$ cat config.mk
export PLATFORM = sky130hd
export DESIGN_NAME = vsw_regs_top
export DESIGN_NICKNAME = d
export VERILOG_FILES = /design/src/rtl/vsw_pkg.sv /design/src/rtl/vsw_hpd_if.sv /design/src/rtl/vsw_hpd_timer.sv /design/src/rtl/vsw_regs_top.sv
export VERILOG_INCLUDE_DIRS = /design/src /design/src/rtl
export SDC_FILE = /design/constraint.sdc
export NUM_CORES = 1
export LEC_CHECK = 0
export BUFFER_PORTS_ARGS = -buffer_cell sky130_fd_sc_hd__clkbuf_2
export CORE_MARGIN = 2
export CORE_UTILIZATION = 51
export CTS_BUF_LIST = sky130_fd_sc_hd__clkbuf_8 sky130_fd_sc_hd__clkbuf_16
export CTS_CLUSTER_SIZE = 8
export DETAILED_ROUTE_END_ITERATION = 8
export GPL_TIMING_DRIVEN = 0
export PLACE_DENSITY = 0.76
export SLEW_MARGIN = 20
export SYNTH_ARGS = -nofsm -noshare
export SYNTH_HDL_FRONTEND = slang
export SYNTH_HIERARCHICAL = 1
export SYNTH_SLANG_ARGS = --single-unit
$ cat constraint.sdc
create_clock -name clk_i -period 2.81 [get_ports clk_i]
set_input_delay 0.1405 -clock clk_i [delete_from_list [all_inputs] [get_ports clk_i]]
set_output_delay 0.1405 -clock clk_i [all_outputs]
set_load 0.05 [all_outputs]
$ cat src/rtl/vsw_defs.svh
// offsets, reset values, field positions and timings of the switch block
// assumes inclusion by bare name
`ifndef VSW_DEFS_SVH
`define VSW_DEFS_SVH

// register offsets
`define VSW_OFS_HS_MODES   8'h00
`define VSW_OFS_AUX_MODES  8'h01
`define VSW_OFS_RX_SET     8'h10
`define VSW_OFS_TERM_SEL   8'h11
`define VSW_OFS_EQ_LEVEL   8'h14
`define VSW_OFS_TX_SET     8'h20
`define VSW_OFS_POLARITY   8'h80
`define VSW_OFS_MAP_A      8'h81
`define VSW_OFS_MAP_B      8'h82

// reset values
`define VSW_RST_HS_MODES   8'h40
`define VSW_RST_AUX_MODES  8'hc0
`define VSW_RST_RX_SET     8'h01
`define VSW_RST_TERM_SEL   8'h00
`define VSW_RST_EQ_LEVEL   8'hff
`define VSW_RST_TX_SET     8'h03
`define VSW_RST_POLARITY   8'h00
`define VSW_RST_MAP_A      8'he4
`define VSW_RST_MAP_B      8'he4

// field positions
`define VSW_BIT_ENABLE     6
`define VSW_BIT_SOURCE     0
`define VSW_BIT_LOCK       7
`define VSW_BIT_TERM_MODE  0
`define VSW_BIT_OUT_TERM   1
`define VSW_BIT_OUT_CUR    0
`define VSW_MSB_EMPH       3
`define VSW_LSB_EMPH       2

// fixed upper six slave address bits
`define VSW_DEV_ADDR_HI    6'h24

// hot plug low time, one cycle past 100 ms
`define VSW_HPD_LOW_MS     100
`define VSW_CLK_KHZ        10000
`define VSW_HPD_LOW_CYC    (`VSW_HPD_LOW_MS * `VSW_CLK_KHZ + 1)

`endif

$ cat src/rtl/vsw_pkg.sv
// types of the switch block
// assumes vsw_defs.svh is on the include path
package vsw_pkg;
   typedef logic [7:0] vsw_byte_t;
   typedef logic [3:0] vsw_idx_t;

   // serial slave states, one-hot
   typedef enum logic [8:0]
   {
      VSW_IDLE = 9'h001,
      VSW_ADDR = 9'h002,
      VSW_AACK = 9'h004,
      VSW_REGA = 9'h008,
      VSW_RACK = 9'h010,
      VSW_WDAT = 9'h020,
      VSW_WACK = 9'h040,
      VSW_RDAT = 9'h080,
      VSW_DACK = 9'h100
   } vsw_state_e;
endpackage : vsw_pkg

$ cat src/rtl/vsw_hpd_if.sv
// carrier from register block to hot plug timer
// both ends on one clock
interface vsw_hpd_if;
   logic switch_evt;
   logic hold_low;
   modport ctl (output switch_evt, input hold_low);
   modport tmr (input switch_evt, output hold_low);
endinterface : vsw_hpd_if

$ cat src/rtl/vsw_hpd_timer.sv
// hot plug low-pulse timer, retriggered by each switch
// assumes switch_evt is a one-cycle pulse on clk_i
`include "vsw_defs.svh"
module vsw_hpd_timer #(
   parameter int unsigned LOW_CYCLES = `VSW_HPD_LOW_CYC
)(
   // clock and reset
   input  wire logic clk_i,
   input  wire logic rst_b_i,
   // event in, hold out
   vsw_hpd_if.tmr    hpd
);
   import vsw_pkg::*;

   localparam int unsigned CW = $clog2(LOW_CYCLES + 1);
   logic [CW-1:0] remain;

   // a new switch restarts the low time, so the sink sees one long pulse
   always_ff @(posedge clk_i)
   begin
      if (!rst_b_i)
      begin
         remain       <= '0;
         hpd.hold_low <= 1'b0;
      end
      else if (hpd.switch_evt)
      begin
         remain       <= CW'(LOW_CYCLES);
         hpd.hold_low <= 1'b1;
      end
      else if (remain != '0)
      begin
         remain       <= remain - CW'(1);
         hpd.hold_low <= (remain != CW'(1));
      end
      else
      begin
         hpd.hold_low <= 1'b0;
      end
   end
endmodule : vsw_hpd_timer

$ cat src/rtl/vsw_regs_top.sv
// register bank of a two-source video link switch, a two-wire bus slave
// assumes scl, sda and address select are async and far slower than clk_i
//
// Functional notes
// - slave address 100100 plus select pin, msb first
// - select pin high gives address lsb 1, low gives 0
// - read starts with address, write bit, register byte; both acknowledged
// - addressed register shifted out msb first
// - reread without register byte returns the same register
// - every register readable and writable over the bus
// - fast path enable bit: 0 standby, 1 lanes on
// - fast source select: 0 source A lanes, 1 source B lanes
// - lock bit slaves side selection to fast selection
// - side enable bit connects chosen side to common side
// - side source select: 0 source A lines, 1 source B lines
// - termination mode: 0 per-bit manual, 1 all connected
// - manual termination bits map A0..A3 then B3..B0
// - equaliser bits 0 low, 1 high, termination lane order
// - two-bit emphasis field for all output lanes, four levels
// - one bit switches all output terminations
// - one bit selects low or high drive current
// - polarity bits swap lane legs; low nibble source A, high source B
// - source A map: field x picks input lane for output x
// - source B map: field x picks input lane for output x
// - hot plug lines pulled low over 100 ms on each switch
// - write: one data byte after register byte, stored, acked
// - reset low restores all register defaults
`include "vsw_defs.svh"

module vsw_regs_top #(
   parameter int unsigned HPD_LOW_CYCLES = `VSW_HPD_LOW_CYC
)(
   // clock and reset
   input  wire logic            clk_i,
   input  wire logic            rst_b_i,
   // two-wire serial bus, open drain
   input  wire logic            scl_i,
   input  wire logic            sda_i,
   output logic                 sda_o,
   output logic                 sda_oe_o,
   input  wire logic            addr_sel_i,
   // hot plug lines, open drain
   output logic                 hot_plug_line_o,
   output logic                 hot_plug_line_oe_o,
   // fast path control
   output logic                 fast_path_enable_o,
   output logic                 fast_source_select_o,
   output logic [3:0]           out_lane_pick_0_o,
   output logic [3:0]           out_lane_pick_1_o,
   output logic [3:0]           out_lane_pick_2_o,
   output logic [3:0]           out_lane_pick_3_o,
   output logic [3:0]           src_a_polarity_o,
   output logic [3:0]           src_b_polarity_o,
   // side path control
   output logic                 side_path_enable_o,
   output logic                 side_source_select_o,
   // analog settings
   output logic [7:0]           input_term_bits_o,
   output logic [7:0]           eq_level_bits_o,
   output logic [1:0]           emphasis_level_o,
   output logic                 output_term_on_o,
   output logic                 output_current_level_o,
   // raw lane maps
   output vsw_pkg::vsw_byte_t   src_a_lane_map_o,
   output vsw_pkg::vsw_byte_t   src_b_lane_map_o
);
   import vsw_pkg::*;

   // ************************************************************
   // register index decode
   // ************************************************************

   localparam vsw_idx_t NONE = 4'hf;

   // bus register address to storage index, NONE if unmapped
   function automatic vsw_idx_t reg_index(input vsw_byte_t a);
      case (a)
         `VSW_OFS_HS_MODES:  reg_index = 4'h0;
         `VSW_OFS_AUX_MODES: reg_index = 4'h1;
         `VSW_OFS_RX_SET:    reg_index = 4'h2;
         `VSW_OFS_TERM_SEL:  reg_index = 4'h3;
         `VSW_OFS_EQ_LEVEL:  reg_index = 4'h4;
         `VSW_OFS_TX_SET:    reg_index = 4'h5;
         `VSW_OFS_POLARITY:  reg_index = 4'h6;
         `VSW_OFS_MAP_A:     reg_index = 4'h7;
         `VSW_OFS_MAP_B:     reg_index = 4'h8;
         default:            reg_index = NONE;
      endcase
   endfunction : reg_index

   // default contents per storage index
   function automatic vsw_byte_t reset_value(input int i);
      case (i)
         0:       reset_value = `VSW_RST_HS_MODES;
         1:       reset_value = `VSW_RST_AUX_MODES;
         2:       reset_value = `VSW_RST_RX_SET;
         3:       reset_value = `VSW_RST_TERM_SEL;
         4:       reset_value = `VSW_RST_EQ_LEVEL;
         5:       reset_value = `VSW_RST_TX_SET;
         6:       reset_value = `VSW_RST_POLARITY;
         7:       reset_value = `VSW_RST_MAP_A;
         default: reset_value = `VSW_RST_MAP_B;
      endcase
   endfunction : reset_value

   // one-hot input lane picked by a two-bit map field
   function automatic logic [3:0] lane_pick(input logic [1:0] f);
      lane_pick = 4'h1 << f;
   endfunction : lane_pick

   // ************************************************************
   // pin synchronisers and bus condition detect
   // ************************************************************

   logic [1:0] scl_sync;
   logic [1:0] sda_sync;
   logic [1:0] asel_sync;
   logic       scl_q;
   logic       sda_q;

   // two flops per pin; edges use only stage two and its delayed copy
   always_ff @(posedge clk_i)
   begin
      if (!rst_b_i)
      begin
         scl_sync  <= 2'h3;
         sda_sync  <= 2'h3;
         asel_sync <= 2'h0;
         scl_q     <= 1'b1;
         sda_q     <= 1'b1;
      end
      else
      begin
         scl_sync  <= {scl_sync[0], scl_i};
         sda_sync  <= {sda_sync[0], sda_i};
         asel_sync <= {asel_sync[0], addr_sel_i};
         scl_q     <= scl_sync[1];
         sda_q     <= sda_sync[1];
      end
   end

   logic scl_s;
   logic sda_s;
   logic scl_rise;
   logic scl_fall;
   logic bus_start;
   logic bus_stop;

   // start and stop: sda edges while scl is high
   assign scl_s     = scl_sync[1];
   assign sda_s     = sda_sync[1];
   assign scl_rise  = scl_s & ~scl_q;
   assign scl_fall  = ~scl_s & scl_q;
   assign bus_start = scl_s & scl_q & ~sda_s & sda_q;
   assign bus_stop  = scl_s & scl_q & sda_s & ~sda_q;

   // ************************************************************
   // serial slave
   // ************************************************************

   vsw_state_e state;
   logic [2:0] bit_cnt;
   logic       got_byte;
   vsw_byte_t  shreg;
   vsw_byte_t  tx_byte;
   vsw_byte_t  reg_addr;
   logic       master_ack;
   logic       wr_en;
   vsw_byte_t  wr_data;
   vsw_byte_t  rdata;
   logic       addr_hit;

   vsw_byte_t  cfg [0:8];
   vsw_idx_t   rd_idx;

   // pin followed live: a re-strapped board answers at once
   assign addr_hit = (shreg[7:1] == {`VSW_DEV_ADDR_HI, asel_sync[1]});
   assign rd_idx   = reg_index(reg_addr);
   assign rdata    = (rd_idx == NONE) ? 8'h00 : cfg[rd_idx];

   // sample on scl rise, change sda only on scl fall
   always_ff @(posedge clk_i)
   begin
      if (!rst_b_i)
      begin
         state      <= VSW_IDLE;
         bit_cnt    <= 3'h0;
         got_byte   <= 1'b0;
         shreg      <= 8'h00;
         tx_byte    <= 8'h00;
         reg_addr   <= 8'h00;
         master_ack <= 1'b0;
         sda_oe_o   <= 1'b0;
         wr_en      <= 1'b0;
         wr_data    <= 8'h00;
      end
      else
      begin
         wr_en <= 1'b0;
         if (bus_start)
         begin
            // repeated start keeps reg_addr for a bare reread
            state    <= VSW_ADDR;
            bit_cnt  <= 3'h0;
            got_byte <= 1'b0;
            sda_oe_o <= 1'b0;
         end
         else if (bus_stop)
         begin
            state    <= VSW_IDLE;
            sda_oe_o <= 1'b0;
         end
         else if (scl_rise)
         begin
            case (state)
               VSW_ADDR, VSW_REGA, VSW_WDAT:
               begin
                  shreg    <= {shreg[6:0], sda_s};
                  bit_cnt  <= bit_cnt + 3'h1;
                  got_byte <= (bit_cnt == 3'h7);
               end
               VSW_RDAT:
               begin
                  bit_cnt  <= bit_cnt + 3'h1;
                  got_byte <= (bit_cnt == 3'h7);
               end
               VSW_DACK:
                  master_ack <= ~sda_s;
               default:
                  bit_cnt <= bit_cnt;
            endcase
         end
         else if (scl_fall)
         begin
            case (state)
               VSW_ADDR:
                  if (got_byte)
                  begin
                     got_byte <= 1'b0;
                     if (addr_hit)
                     begin
                        state    <= VSW_AACK;
                        sda_oe_o <= 1'b1;
                     end
                     else
                        state <= VSW_IDLE;
                  end
               VSW_AACK:
                  if (shreg[0])
                  begin
                     state    <= VSW_RDAT;
                     tx_byte  <= rdata;
                     sda_oe_o <= ~rdata[7];
                     bit_cnt  <= 3'h0;
                  end
                  else
                  begin
                     state    <= VSW_REGA;
                     sda_oe_o <= 1'b0;
                     bit_cnt  <= 3'h0;
                  end
               VSW_REGA:
                  if (got_byte)
                  begin
                     got_byte <= 1'b0;
                     reg_addr <= shreg;
                     state    <= VSW_RACK;
                     sda_oe_o <= 1'b1;
                  end
               VSW_RACK:
               begin
                  state    <= VSW_WDAT;
                  sda_oe_o <= 1'b0;
                  bit_cnt  <= 3'h0;
               end
               VSW_WDAT:
                  if (got_byte)
                  begin
                     got_byte <= 1'b0;
                     wr_en    <= 1'b1;
                     wr_data  <= shreg;
                     state    <= VSW_WACK;
                     sda_oe_o <= 1'b1;
                  end
               VSW_WACK:
               begin
                  // bytes after one write are ignored until a start
                  state    <= VSW_IDLE;
                  sda_oe_o <= 1'b0;
               end
               VSW_RDAT:
                  if (got_byte)
                  begin
                     got_byte <= 1'b0;
                     state    <= VSW_DACK;
                     sda_oe_o <= 1'b0;
                  end
                  else
                  begin
                     tx_byte  <= {tx_byte[6:0], 1'b0};
                     sda_oe_o <= ~tx_byte[6];
                  end
               VSW_DACK:
                  if (master_ack)
                  begin
                     // an acking master gets the same register again
                     state    <= VSW_RDAT;
                     tx_byte  <= rdata;
                     sda_oe_o <= ~rdata[7];
                     bit_cnt  <= 3'h0;
                  end
                  else
                     state <= VSW_IDLE;
               VSW_IDLE:
                  sda_oe_o <= 1'b0;
               default:
               begin
                  state    <= VSW_IDLE;
                  sda_oe_o <= 1'b0;
               end
            endcase
         end
      end
   end

   // ************************************************************
   // register storage
   // ************************************************************

   vsw_idx_t wr_idx;

   assign wr_idx = reg_index(reg_addr);

   // indexed storage; unmapped writes are dropped
   always_ff @(posedge clk_i)
   begin
      if (!rst_b_i)
      begin
         for (int i = 0; i < 9; i++)
            cfg[i] <= reset_value(i);
      end
      else if (wr_en && (wr_idx != NONE))
      begin
         cfg[wr_idx] <= wr_data;
      end
   end

   // ************************************************************
   // decoded control outputs
   // ************************************************************

   logic next_side_sel;
   logic next_fast_sel;

   assign next_fast_sel = cfg[0][`VSW_BIT_SOURCE];
   assign next_side_sel = cfg[1][`VSW_BIT_LOCK] ? next_fast_sel : cfg[1][`VSW_BIT_SOURCE];

   // path selection, one cycle behind the write
   always_ff @(posedge clk_i)
   begin
      if (!rst_b_i)
      begin
         fast_path_enable_o   <= 1'b0;
         fast_source_select_o <= 1'b0;
         side_path_enable_o   <= 1'b0;
         side_source_select_o <= 1'b0;
      end
      else
      begin
         fast_path_enable_o   <= cfg[0][`VSW_BIT_ENABLE];
         fast_source_select_o <= next_fast_sel;
         side_path_enable_o   <= cfg[1][`VSW_BIT_ENABLE];
         side_source_select_o <= next_side_sel;
      end
   end

   // analog settings and termination
   always_ff @(posedge clk_i)
   begin
      if (!rst_b_i)
      begin
         input_term_bits_o      <= 8'h00;
         eq_level_bits_o        <= 8'h00;
         emphasis_level_o       <= 2'h0;
         output_term_on_o       <= 1'b0;
         output_current_level_o <= 1'b0;
      end
      else
      begin
         input_term_bits_o      <= cfg[2][`VSW_BIT_TERM_MODE] ? 8'hff : cfg[3];
         eq_level_bits_o        <= cfg[4];
         emphasis_level_o       <= cfg[5][`VSW_MSB_EMPH:`VSW_LSB_EMPH];
         output_term_on_o       <= cfg[5][`VSW_BIT_OUT_TERM];
         output_current_level_o <= cfg[5][`VSW_BIT_OUT_CUR];
      end
   end

   vsw_byte_t act_map;

   // selected source's map drives the lane picks
   assign act_map = next_fast_sel ? cfg[8] : cfg[7];

   // lane polarity and routing
   always_ff @(posedge clk_i)
   begin
      if (!rst_b_i)
      begin
         src_a_polarity_o  <= 4'h0;
         src_b_polarity_o  <= 4'h0;
         src_a_lane_map_o  <= 8'h00;
         src_b_lane_map_o  <= 8'h00;
         out_lane_pick_0_o <= 4'h0;
         out_lane_pick_1_o <= 4'h0;
         out_lane_pick_2_o <= 4'h0;
         out_lane_pick_3_o <= 4'h0;
      end
      else
      begin
         src_a_polarity_o  <= cfg[6][3:0];
         src_b_polarity_o  <= cfg[6][7:4];
         src_a_lane_map_o  <= cfg[7];
         src_b_lane_map_o  <= cfg[8];
         out_lane_pick_0_o <= lane_pick(act_map[1:0]);
         out_lane_pick_1_o <= lane_pick(act_map[3:2]);
         out_lane_pick_2_o <= lane_pick(act_map[5:4]);
         out_lane_pick_3_o <= lane_pick(act_map[7:6]);
      end
   end

   // ************************************************************
   // hot plug pulse on channel switch
   // ************************************************************

   vsw_hpd_if hpd_c ();
   logic      switch_evt;

   // either selection changing is a switch; reset never fires one
   always_ff @(posedge clk_i)
   begin
      if (!rst_b_i)
         switch_evt <= 1'b0;
      else
         switch_evt <= (next_fast_sel != fast_source_select_o)
                     | (next_side_sel != side_source_select_o);
   end

   assign hpd_c.switch_evt = switch_evt;

   vsw_hpd_timer #(
      .LOW_CYCLES (HPD_LOW_CYCLES)
   ) u_hpd (
      .clk_i   (clk_i),
      .rst_b_i (rst_b_i),
      .hpd     (hpd_c.tmr)
   );

   // open drain: pulled low or released
   always_ff @(posedge clk_i)
   begin
      if (!rst_b_i)
      begin
         hot_plug_line_o    <= 1'b0;
         hot_plug_line_oe_o <= 1'b0;
         sda_o              <= 1'b0;
      end
      else
      begin
         hot_plug_line_o    <= 1'b0;
         hot_plug_line_oe_o <= hpd_c.hold_low;
         sda_o              <= 1'b0;
      end
   end
endmodule : vsw_regs_top

==> metrics, run 1 <==
vias in the first global route=about 6.7k; Reg power frac=45.9%; sw frac=between 20% and 30%; GRT Overall Usage=roughly 24%; Setup-failing EPs final=0; Post-DP HPWL=16800 um; Startpoint Class=register; Starting Density=51.8%; Leak Pwr=4.28 nW; WL final=roughly 24000 um; first drt pass iteration count=7; DRC Markers=0; Crit Path Class=register to register; top cells by area, synth=dfxtp_1 31%, edfxtp_1 23%, and2_1 7.2%; Hold Path Depth=3; per-cell routed wire length=19.2 um; nets=about 1.0k; Fmax=371 MHz; sequential share of the synthesized area=54.0%; top cell type's share of synthesized area=30.7%; Hold WS=0.327 ns; most common cell in the netlist=dfxtp_1; diodes inserted=0; Pint=5.62 mW; maximum vdd drop=646 uV; wire length of the first global-routing pass=37300 um; prevailing post-synth register cell=dfxtp_1; final period utilization=between 90% and 100%; commonest cells in the netlist=142 x dfxtp_1, 106 x and2_1, 72 x edfxtp_1; worst hold path class=input port to register; register bit total from synthesis=214; Total Die Area=19300 sq um; Post-Synthesis Cell Area=9270 sq um; RR Startpoint=reg_addr[6]; met2 wire len=10700 um; placer congestion estimate=1.02; Post-synth EDFFs=72; CP endpoint kind=register; synth unique cells=79; met1 WL=10900 um; die height=roughly 140 um; Overflow after GRT=0; setup slack, reg-to-reg=around 0.12 ns; antenna violations before repair=0; drt via density=5.78; Cell Chain, Critical Path=nor4b_2 > a31oi_1 > o21ai_1 > nand4_1 > a311oi_1 > a22o_1; overall via count from detail_route=7300; HP Start=sda_i; Met3 Routed Length=2150 um; I/O pin count=73; DR top layer=met4; TritonCTS buffer count=30; Std-Cell Rows=between 40 and 50; clk slew on worst S/H paths=0.05 ns; Worst-Margin Slew=approximately 1.0 ns; area growth from synthesis to layout=17.9%; H-tree levels=1; Post-Synthesis Cells=between 900 and 1k; pwr/cell area=703 nW/um^2; peak per-stage delay on the critical path=0.72 ns; minimum clock period after layout=2.69 ns; Root Driver=clkbuf_16; CTS tree=built; Avg Cell Area, Syn=10.2 sq um; clock tree sinks=around 210; CP Max Fanout=10; RSZ-0062 raised after global routing=no; status=completed; IO Port Bufs=70; antenna viol nets, final=0; Worst slew margin=30.3%; Yosys warning count=6; Yosys top cell by area=dfxtp_1; Hold Path Sink=sda_sync[0]; FF-to-FF End=tx_byte[3]; critical path arrival=3.17 ns; CP required=roughly 3.3 ns; FFs w/ async S/R, synth=0%; final hold vios=0; Max Cap Viol=0; fin. max-slew vios=0; Clk Latency, worst-skew pair=about 0.55 ns; largest net degree at the start of global routing=16; Sw Pwr=2.06 mW; Clock Path Buffers=3; slowest CP cell=o21ai_1; layout cells sized above 1=16.4%; Post-Route Skew=0.0207 ns; Die Wd=139 um; Initial DRC Count=between 600 and 700; Core Region=17900 sq um; Comb pwr share=13.0%; clock network power share=around two fifths; final core occ=61.1%; R2R depth=6
==> layout by cell type, fill, tap and decap left out, drive strengths merged, types with 17 or more instances in the layout <==
cell	netlist	final
a21oi	20	20
a31oi	17	17
and2	106	106
buf	18	25
clkbuf	29	128
dfxtp	142	142
edfxtp	72	72
inv	18	36
mux2i	29	29
nand2	47	47
nand2b	31	31
nand3	20	20
nor2	67	67
nor2b	30	30
nor3	19	19
o21ai	33	33
or3	29	29
==> area by class of cell <==
type                    count  area [sq um]
plain buffers              47           213
well taps                 229           287
repair buffers             80           435
multi-input cells         627          4100
clock buffers              30           751
inverters                  18          67.6
fillers                  1513          6960
flip-flops and latches    214          5000
clock inverters            19          83.8
==> worst max path at each step <==
stage,startpoint,endpoint,slack [ns],depth (start not counted)
after detailed placement,reg_addr[2],cfg[5][2],-0.57,4
after floorplan,reg_addr[1],cfg[2][0],0.03,5
after global placement,reg_addr[2],cfg[5][3],-0.50,4
final,reg_addr[6],tx_byte[3],0.12,6
after CTS,reg_addr[2],cfg[2][1],-0.001,5
after global routing,reg_addr[4],cfg[5][5],0.007,8
==> kinds of logic after synthesis <==
family	synth area share, %
AO/OA/AOI/OAI	11.9
AND/OR/NAND/NOR	26.1
buffers and inverters	3.01
XOR/XNOR	0.661
other	0.0404
flip-flops	54.0
multiplexers	3.74
adder cells (fa/ha/maj)	0.540
==> metal layers <==
metal | track usage [%] | up-vias
met3 | 5.15 | 52
met4 | 6.38 | 0
met1 | 35.2 | 3470
li1 | - | 3483
met2 | 37.3 | 295
met5 | 0 | -
==> critical path, delay by kind of cell (launching register included) <==
family             cells  cell delay, ns
DFF                    1            0.38
AOI/OAI and AO/OA      4            1.53
and+or+nand+nor        2            0.74
==> timing repair <==
item	4_1_cts	5_1_grt
hold buffers	4	0
endpoints found under the setup margin	67	77
resized for setup	19	9
endpoints found under the hold margin	4	0
pin swaps	0	6
setup buffers	0	6
==> power groups by stage <==
stage / Clock (mW) / Sequential (mW) / Combinational, mW
floorplan: 0 / 3.72 / 0.594
global placement: 0 / 3.58 / 0.958
detailed placement: 0 / 3.59 / 0.976
CTS: 3.20 / 3.53 / 0.991
global route: 3.34 / 3.55 / 1.09
finish: 3.16 / 3.53 / 0.999
==> registers in the layout, summed over array words and instances (netlist names), 4 cells and up <==
name,cells
eq_level_bits_o,8
tx_byte,7
state,9
src_a_polarity_o,4
src_b_polarity_o,4
out_lane_pick_1_o,4
out_lane_pick_2_o,4
out_lane_pick_3_o,4
cfg,72
out_lane_pick_0_o,4
input_term_bits_o,8
src_a_lane_map_o,8
reg_addr,8
shreg,8
u_hpd/remain,20
wr_data,8
src_b_lane_map_o,8
==> stage by stage <==
stage | total power, mW | instances | TNS [ns] | setup slack [ns] | cell area, sq um
6_report | 7.69 | 1264 | 0 | 0.115 | 10900
5_1_grt | 7.98 | 1264 | 0 | 0.00749 | 10900
4_1_cts | 7.72 | 1258 | -0.00304 | -0.000960 | 10800
3_5_place_dp | 4.56 | 1205 | -24.77 | -0.574 | 9910
3_3_place_gp | 4.54 | 1205 | -20.43 | -0.504 | 9910
2_1_floorplan | 4.31 | 906 | 0 | 0.0321 | 9280
No activity file was read; power rests on OpenSTA's default activity.
==> inputs of run 2 (changes only) <==
REMOVE_ABC_BUFFERS = 1   (was unset)
SYNTH_HIERARCHICAL = unset   (was 1)
==> metrics, run 2 <==
status=completed; Crit Path Class=register to register; final core occ=60.5% (-0.61 points); Clock Path Buffers=3 (unchanged); Post-DP HPWL=13100 um (-22%); Leak Pwr=4.25 nW (-0.64%); Post-Synthesis Cell Area=9390 sq um (+1.3%); FF-to-FF End=sda_oe_o; R2R depth=6 (unchanged); Cell Area, Placed=9820 sq um (-0.96%); critical path arrival=3.09 ns (-0.08 ns); first drt pass iteration count=6 (-1); worst hold path class=input port to register; I/O pin count=73 (unchanged); commonest cells after routing, fill and taps aside=139 x dfxtp_1, 101 x and2_1, 78 x edfxtp_1; Root Driver=clkbuf_16; Avg Cell Area, Syn=10.6 sq um (+3.2%); final hold vios=0 (unchanged); Worst-Margin Slew=0.934 ns (-0.111 ns); clock tree sinks=220 (+2.8%); crit path buf inv count=0 (unchanged); DRC Markers=0 (unchanged); Post-Route Skew=0.0116 ns (-0.00912 ns); Starting Density=52.1% (+0.29 points); H-tree levels=1 (unchanged); Die Wd=140 um (+0.60%); delay-heaviest family, CP=compound AO/OA/AOI/OAI gates; Overflow after GRT=0 (unchanged); minimum clock period after layout=2.70 ns (+0.00869 ns); Startpoint Class=register; FFs w/ async S/R, synth=0% (unchanged); CTS tree=built; Yosys top cell by area=dfxtp_1; nets=965 (-6.0%); CP required=3.19 ns (-0.10 ns); CP endpoint kind=register; Clk Latency, worst-skew pair=0.54 ns (about the same); maximum vdd drop=677 uV (+4.8%); register bit total from synthesis=220 (+2.8%); Cell Chain, Critical Path=or4_1 > a221oi_2 > o21a_4 > o221ai_1 > a222oi_1 > a211oi_2; Layout fillers=1471 (-2.8%); Top reg by flops=cfg; placed insts=1144 (-5.1%); Worst slew margin=37.7% (+7.4 points); Yosys warning count=0 (-6); clk slew on worst S/H paths=0.05 ns (about the same); Hold Path Sink=sda_q; overall via count from detail_route=6754 (-7.5%); Post-Synthesis Cells=888 (-1.9%); Core Region=18000 sq um (+0.68%); placer congestion estimate=0.853 (-16%); antenna violations before repair=0 (unchanged); Fmax=370 MHz (-0.32%); layout cells sized above 1=16.1% (-0.36 points); most common cell in the netlist=dfxtp_1; HP Start=rst_b_i; Hold Path Depth=2 (-1); RSZ-0062 raised after global routing=yes; slowest CP cell=or4_1; max reg flops=78 (+8.3%); Max Cap Viol=0 (unchanged); non-filler cells, final=1200 (-5.1%); prevailing post-synth register cell=dfxtp_1; commonest cells in the netlist=142 x dfxtp_1, 102 x and2_1, 78 x edfxtp_1; top cell type's share of synthesized area=30.3% (-0.38 points); diodes inserted=0 (unchanged); WL final=20200 um (-17%); antenna viol nets, final=0 (unchanged); largest net degree at the start of global routing=88 (+72); IO Port Bufs=70 (unchanged); Post-synth EDFFs=78 (+8.3%); sequential share of the synthesized area=55.2% (+1.2 points); die height=140 um (+0.60%); per-cell routed wire length=16.9 um (-12%); wire length of the first global-routing pass=32200 um (-14%); post-route cell area=10900 sq um (-0.32%); Initial DRC Count=578 (-13%); vias in the first global route=6220 (-7.7%); fin. max-slew vios=0 (unchanged); setup slack, reg-to-reg=0.11 ns (about the same); synth unique cells=73 (-7.6%); biggest regs=cfg: 78 flops, u_hpd.remain: 20 flops, state: 9 flops; pwr/cell area=694 nW/um^2 (-1.2%); final period utilization=96.2% (+0.31 points); Setup-failing EPs final=0 (unchanged); final setup margin=0.106 ns (-0.00869 ns); Total Die Area=19500 sq um (+1.2%); GRT Overall Usage=20.2% (-4.1 points); commonest non-fill, non-tap cell in the layout=dfxtp_1; top cells by area, synth=dfxtp_1 30%, edfxtp_1 25%, and2_1 6.8%; area growth from synthesis to layout=16.1%; peak per-stage delay on the critical path=0.63 ns (-0.09 ns); TritonCTS buffer count=31 (+3.3%); CP Max Fanout=25 (+15); RR Startpoint=reg_addr[2]; Place WS=-0.824 ns (-0.250 ns); Std-Cell Rows=49 (unchanged); drt via density=5.63 (-2.5%)
run 2: cell type report:
type | instances | area (sq um) | share of cell area (%)
clock buffers | 32 | 801 | 7.34
clock inverters | 16 | 65.1 | 0.597
inverters | 19 | 71.3 | 0.654
multi-input cells | 605 | 4030 | 37.0
flip-flops and latches | 220 | 5190 | 47.6
well taps | 229 | 287 | 2.63
repair buffers | 79 | 460 | 4.22
run 2: logic make-up after synthesis:
| family | synth area share, % |
|---|---|
| AO/OA/AOI/OAI | 11.4 |
| multiplexers | 4.45 |
| other | 0.0399 |
| AND/OR/NAND/NOR | 22.6 |
| flip-flops | 55.2 |
| adder cells (fa/ha/maj) | 0.533 |
| XOR/XNOR | 2.24 |
| buffers and inverters | 3.57 |
run 2: where the power goes:
part / leakage, nW / internal, mW / switching (mW)
clock: 0.479 / 2.00 / 1.28
combinational: 1.84 / 0.245 / 0.467
sequential: 1.93 / 3.46 / 0.116
run 2: routing by layer:
metal  wire length (um)  up-vias  track usage (%)
met5                  0        -                0
met4                650        0             7.74
met3               1450       47             3.34
met2               9290      258             32.6
met1               8840     3170             27.4
li1                   -     3279                -
run 2: worst max-delay path by stage:
stage | slack [ns] | endpoint | start | cells past startpoint
after detailed placement | -0.82 | cfg[0][5] | reg_addr[5] | 5
final | 0.11 | sda_oe_o | reg_addr[2] | 6
after global routing | -0.05 | sda_oe_o | reg_addr[2] | 6
after CTS | 0.03 | sda_oe_o | reg_addr[7] | 8
after floorplan | -0.13 | cfg[0][0] | reg_addr[5] | 5
after global placement | -0.91 | cfg[6][0] | rst_b_i | 4
run 2: metrics by stage:
step / total power, mW / TNS, ns / hold slack, ns
after CTS: 7.60 / 0 / 0.107
after global routing: 7.83 / -0.0803 / 0.149
after floorplan: 4.15 / -3.09 / 0.210
final: 7.57 / 0 / 0.135
after detailed placement: 4.33 / -52.13 / 0.327
after global placement: 4.32 / -71.99 / 0.325
run 2: worst reg2reg max path: stages, from the launching register on:
cell      delay [ns]
dfxtp_1         0.36
or4_1           0.63
a221oi_2        0.40
o21a_4          0.42
o221ai_1        0.18
a222oi_1        0.43
a211oi_2        0.13
run 2: repair_timing:
action	4_1_cts	5_1_grt
gates resized for setup	21	18
endpoints found under the setup margin	134	105
pin swaps	1	4
gates cloned	0	0
buffers inserted	2	3
hold buffers	3	0
endpoints found under the hold margin	3	0
==> inputs of run 3 (changes only) <==
CAP_MARGIN = 20   (was unset)
CORE_ASPECT_RATIO = 1.25   (was unset)
SYNTH_HIERARCHICAL = 1   (was unset)
==> metrics, run 3 (synthesis gave the netlist of run 1 again) <==
placer congestion estimate=0.987 (+16%); antenna viol nets, final=0 (unchanged); Crit Path Class=register to register; layout cells sized above 1=17.0% (+0.90 points); wire length of the first global-routing pass=35100 um (+9.2%); RR Startpoint=reg_addr[1]; first drt pass iteration count=5 (-1); HP Start=rst_b_i; DRC Markers=0 (unchanged); Core Region=18000 sq um (-0.35%); Initial DRC Count=426 (-26%); status=completed; nets=984 (+2.0%); Die Wd=125 um (-11%); pwr/cell area=709 nW/um^2 (+2.1%); area growth from synthesis to layout=16.3%; post-route cell area=10800 sq um (-1.0%); drt via density=5.78 (+2.6%); Top reg by flops=cfg; clk slew on worst S/H paths=0.05 ns (about the same); R2R depth=5 (-1); CTS tree=built; Setup-failing EPs final=0 (unchanged); Max Cap Viol=0 (unchanged); Starting Density=51.6% (-0.46 points); TritonCTS buffer count=30 (-3.2%); Worst-Margin Slew=0.929 ns (-0.00520 ns); Worst slew margin=38.1% (+0.35 points); RSZ-0062 raised after global routing=no; Hold Path Sink=scl_sync[0]; Hold Path Depth=2 (unchanged); Cell Area, Placed=9740 sq um (-0.76%); CP endpoint kind=register; final hold vios=0 (unchanged); Overflow after GRT=0 (unchanged); CP Max Fanout=10 (-60%); max reg flops=72 (-7.7%); WL final=22000 um (+8.8%); Layout fillers=1476 (+0.34%); largest net degree at the start of global routing=82 (-6.8%); commonest non-fill, non-tap cell in the layout=dfxtp_1; fin. max-slew vios=0 (unchanged); per-cell routed wire length=18.0 um (+7.1%); total power=7.65 mW (+1.1%); vias in the first global route=6745 (+8.4%); Fmax=366 MHz (-1.0%); CP required=3.03 ns (-0.16 ns); GRT Overall Usage=22.5% (+2.3 points); IO Port Bufs=70 (unchanged); commonest cells after routing, fill and taps aside=139 x dfxtp_1, 106 x and2_1, 72 x edfxtp_1; I/O pin count=73 (unchanged); final period utilization=97.2% (+1.0 points); Final TNS setup=0 ns (unchanged); maximum vdd drop=424 uV (-37%); H-tree levels=1 (unchanged); Post-Route Skew=0.0189 ns (+0.00728 ns); FF-to-FF End=cfg[0][7]; die height=155 um (+11%); Total Die Area=19300 sq um (-1.2%); Post-DP HPWL=15000 um (+15%); biggest regs=cfg: 72 flops, u_hpd/remain: 20 flops, state: 9 flops; Startpoint Class=register; antenna violations before repair=1 (+1); setup slack, reg-to-reg=0.08 ns (-0.03 ns); Std-Cell Rows=55 (+12%); Root Driver=clkbuf_16; Clk Latency, worst-skew pair=0.53 ns (about the same); overall via count from detail_route=7042 (+4.3%); Leak Pwr=4.20 nW (-1.2%); critical path arrival=2.96 ns (-0.13 ns); clock tree sinks=214 (-2.7%); minimum clock period after layout=2.73 ns (+0.0286 ns); Clock Path Buffers=3 (unchanged); worst hold path class=input port to register
## run 3: worst max-delay path by stage
stage                           start         end
after floorplan           reg_addr[7]   cfg[1][0]
after global placement        rst_b_i   cfg[6][6]
after detailed placement  reg_addr[5]   cfg[6][6]
after CTS                 reg_addr[7]  tx_byte[6]
after global routing      reg_addr[1]   cfg[0][7]
final                     reg_addr[1]   cfg[0][7]
## run 3: repair_timing
| action | in CTS | in global routing |
|---|---|---|
| buffers inserted | 6 | 3 |
| resized for setup | 21 | 7 |
| hold buffers | 3 | 0 |
| setup endpoints to repair | 144 | 60 |
| endpoints found under the hold margin | 3 | 0 |
| pin swaps | 2 | 1 |
## run 3: through the flow
stage | setup slack [ns] | hold slack (ns) | utilization, % | std cells
floorplan | -0.0326 | 0.214 | - | 859
global route | 0.00625 | 0.134 | 60.1 | 1219
global placement | -1.15 | 0.322 | 54.0 | 1157
detailed placement | -0.765 | 0.325 | 54.3 | 1159
finish | 0.0777 | 0.0845 | 60.1 | 1219
CTS | 0.0207 | 0.0794 | 59.7 | 1215
## run 3: final cells by class
class,instances,area (sq um),share of cell area [%]
Antenna cell,1,2.50,0.0232
Clock buffer,32,790,7.32
Clock inverter,15,56.3,0.522
Inverter,18,67.6,0.626
Multi-Input combinational cell,627,4090,37.9
Sequential cell,214,5010,46.4
Tap cell,228,285,2.64
Timing Repair Buffer,84,485,4.50
## run 3: where the power goes
part	internal [mW]	leakage, nW	total [mW]	switching [mW]
sequential	3.39	1.87	3.54	0.152
combinational	0.318	1.86	0.932	0.613
clock	1.96	0.469	3.17	1.22
total	5.66	4.20	7.65	1.98
## run 3: worst max-delay path, stage by stage, from the launching register on
cell and delay [ns]:
dfxtp_1 0.36, or4_4 0.58, or3_4 0.38, or3_4 0.50, nor3_4 0.34, nand2b_4 0.26
## run 3: routing by layer
metal / part of all wire, % / vias to the layer above / routed length [um] / global-route usage [%]
li1: - / 3407 / - / -
met4: 5.0 / 0 / 1090 / 12.2
met2: 48 / 251 / 10600 / 38.1
met3: 5.9 / 71 / 1290 / 3.70
met5: 0 / - / 0 / 0
met1: 41 / 3313 / 9000 / 27.5
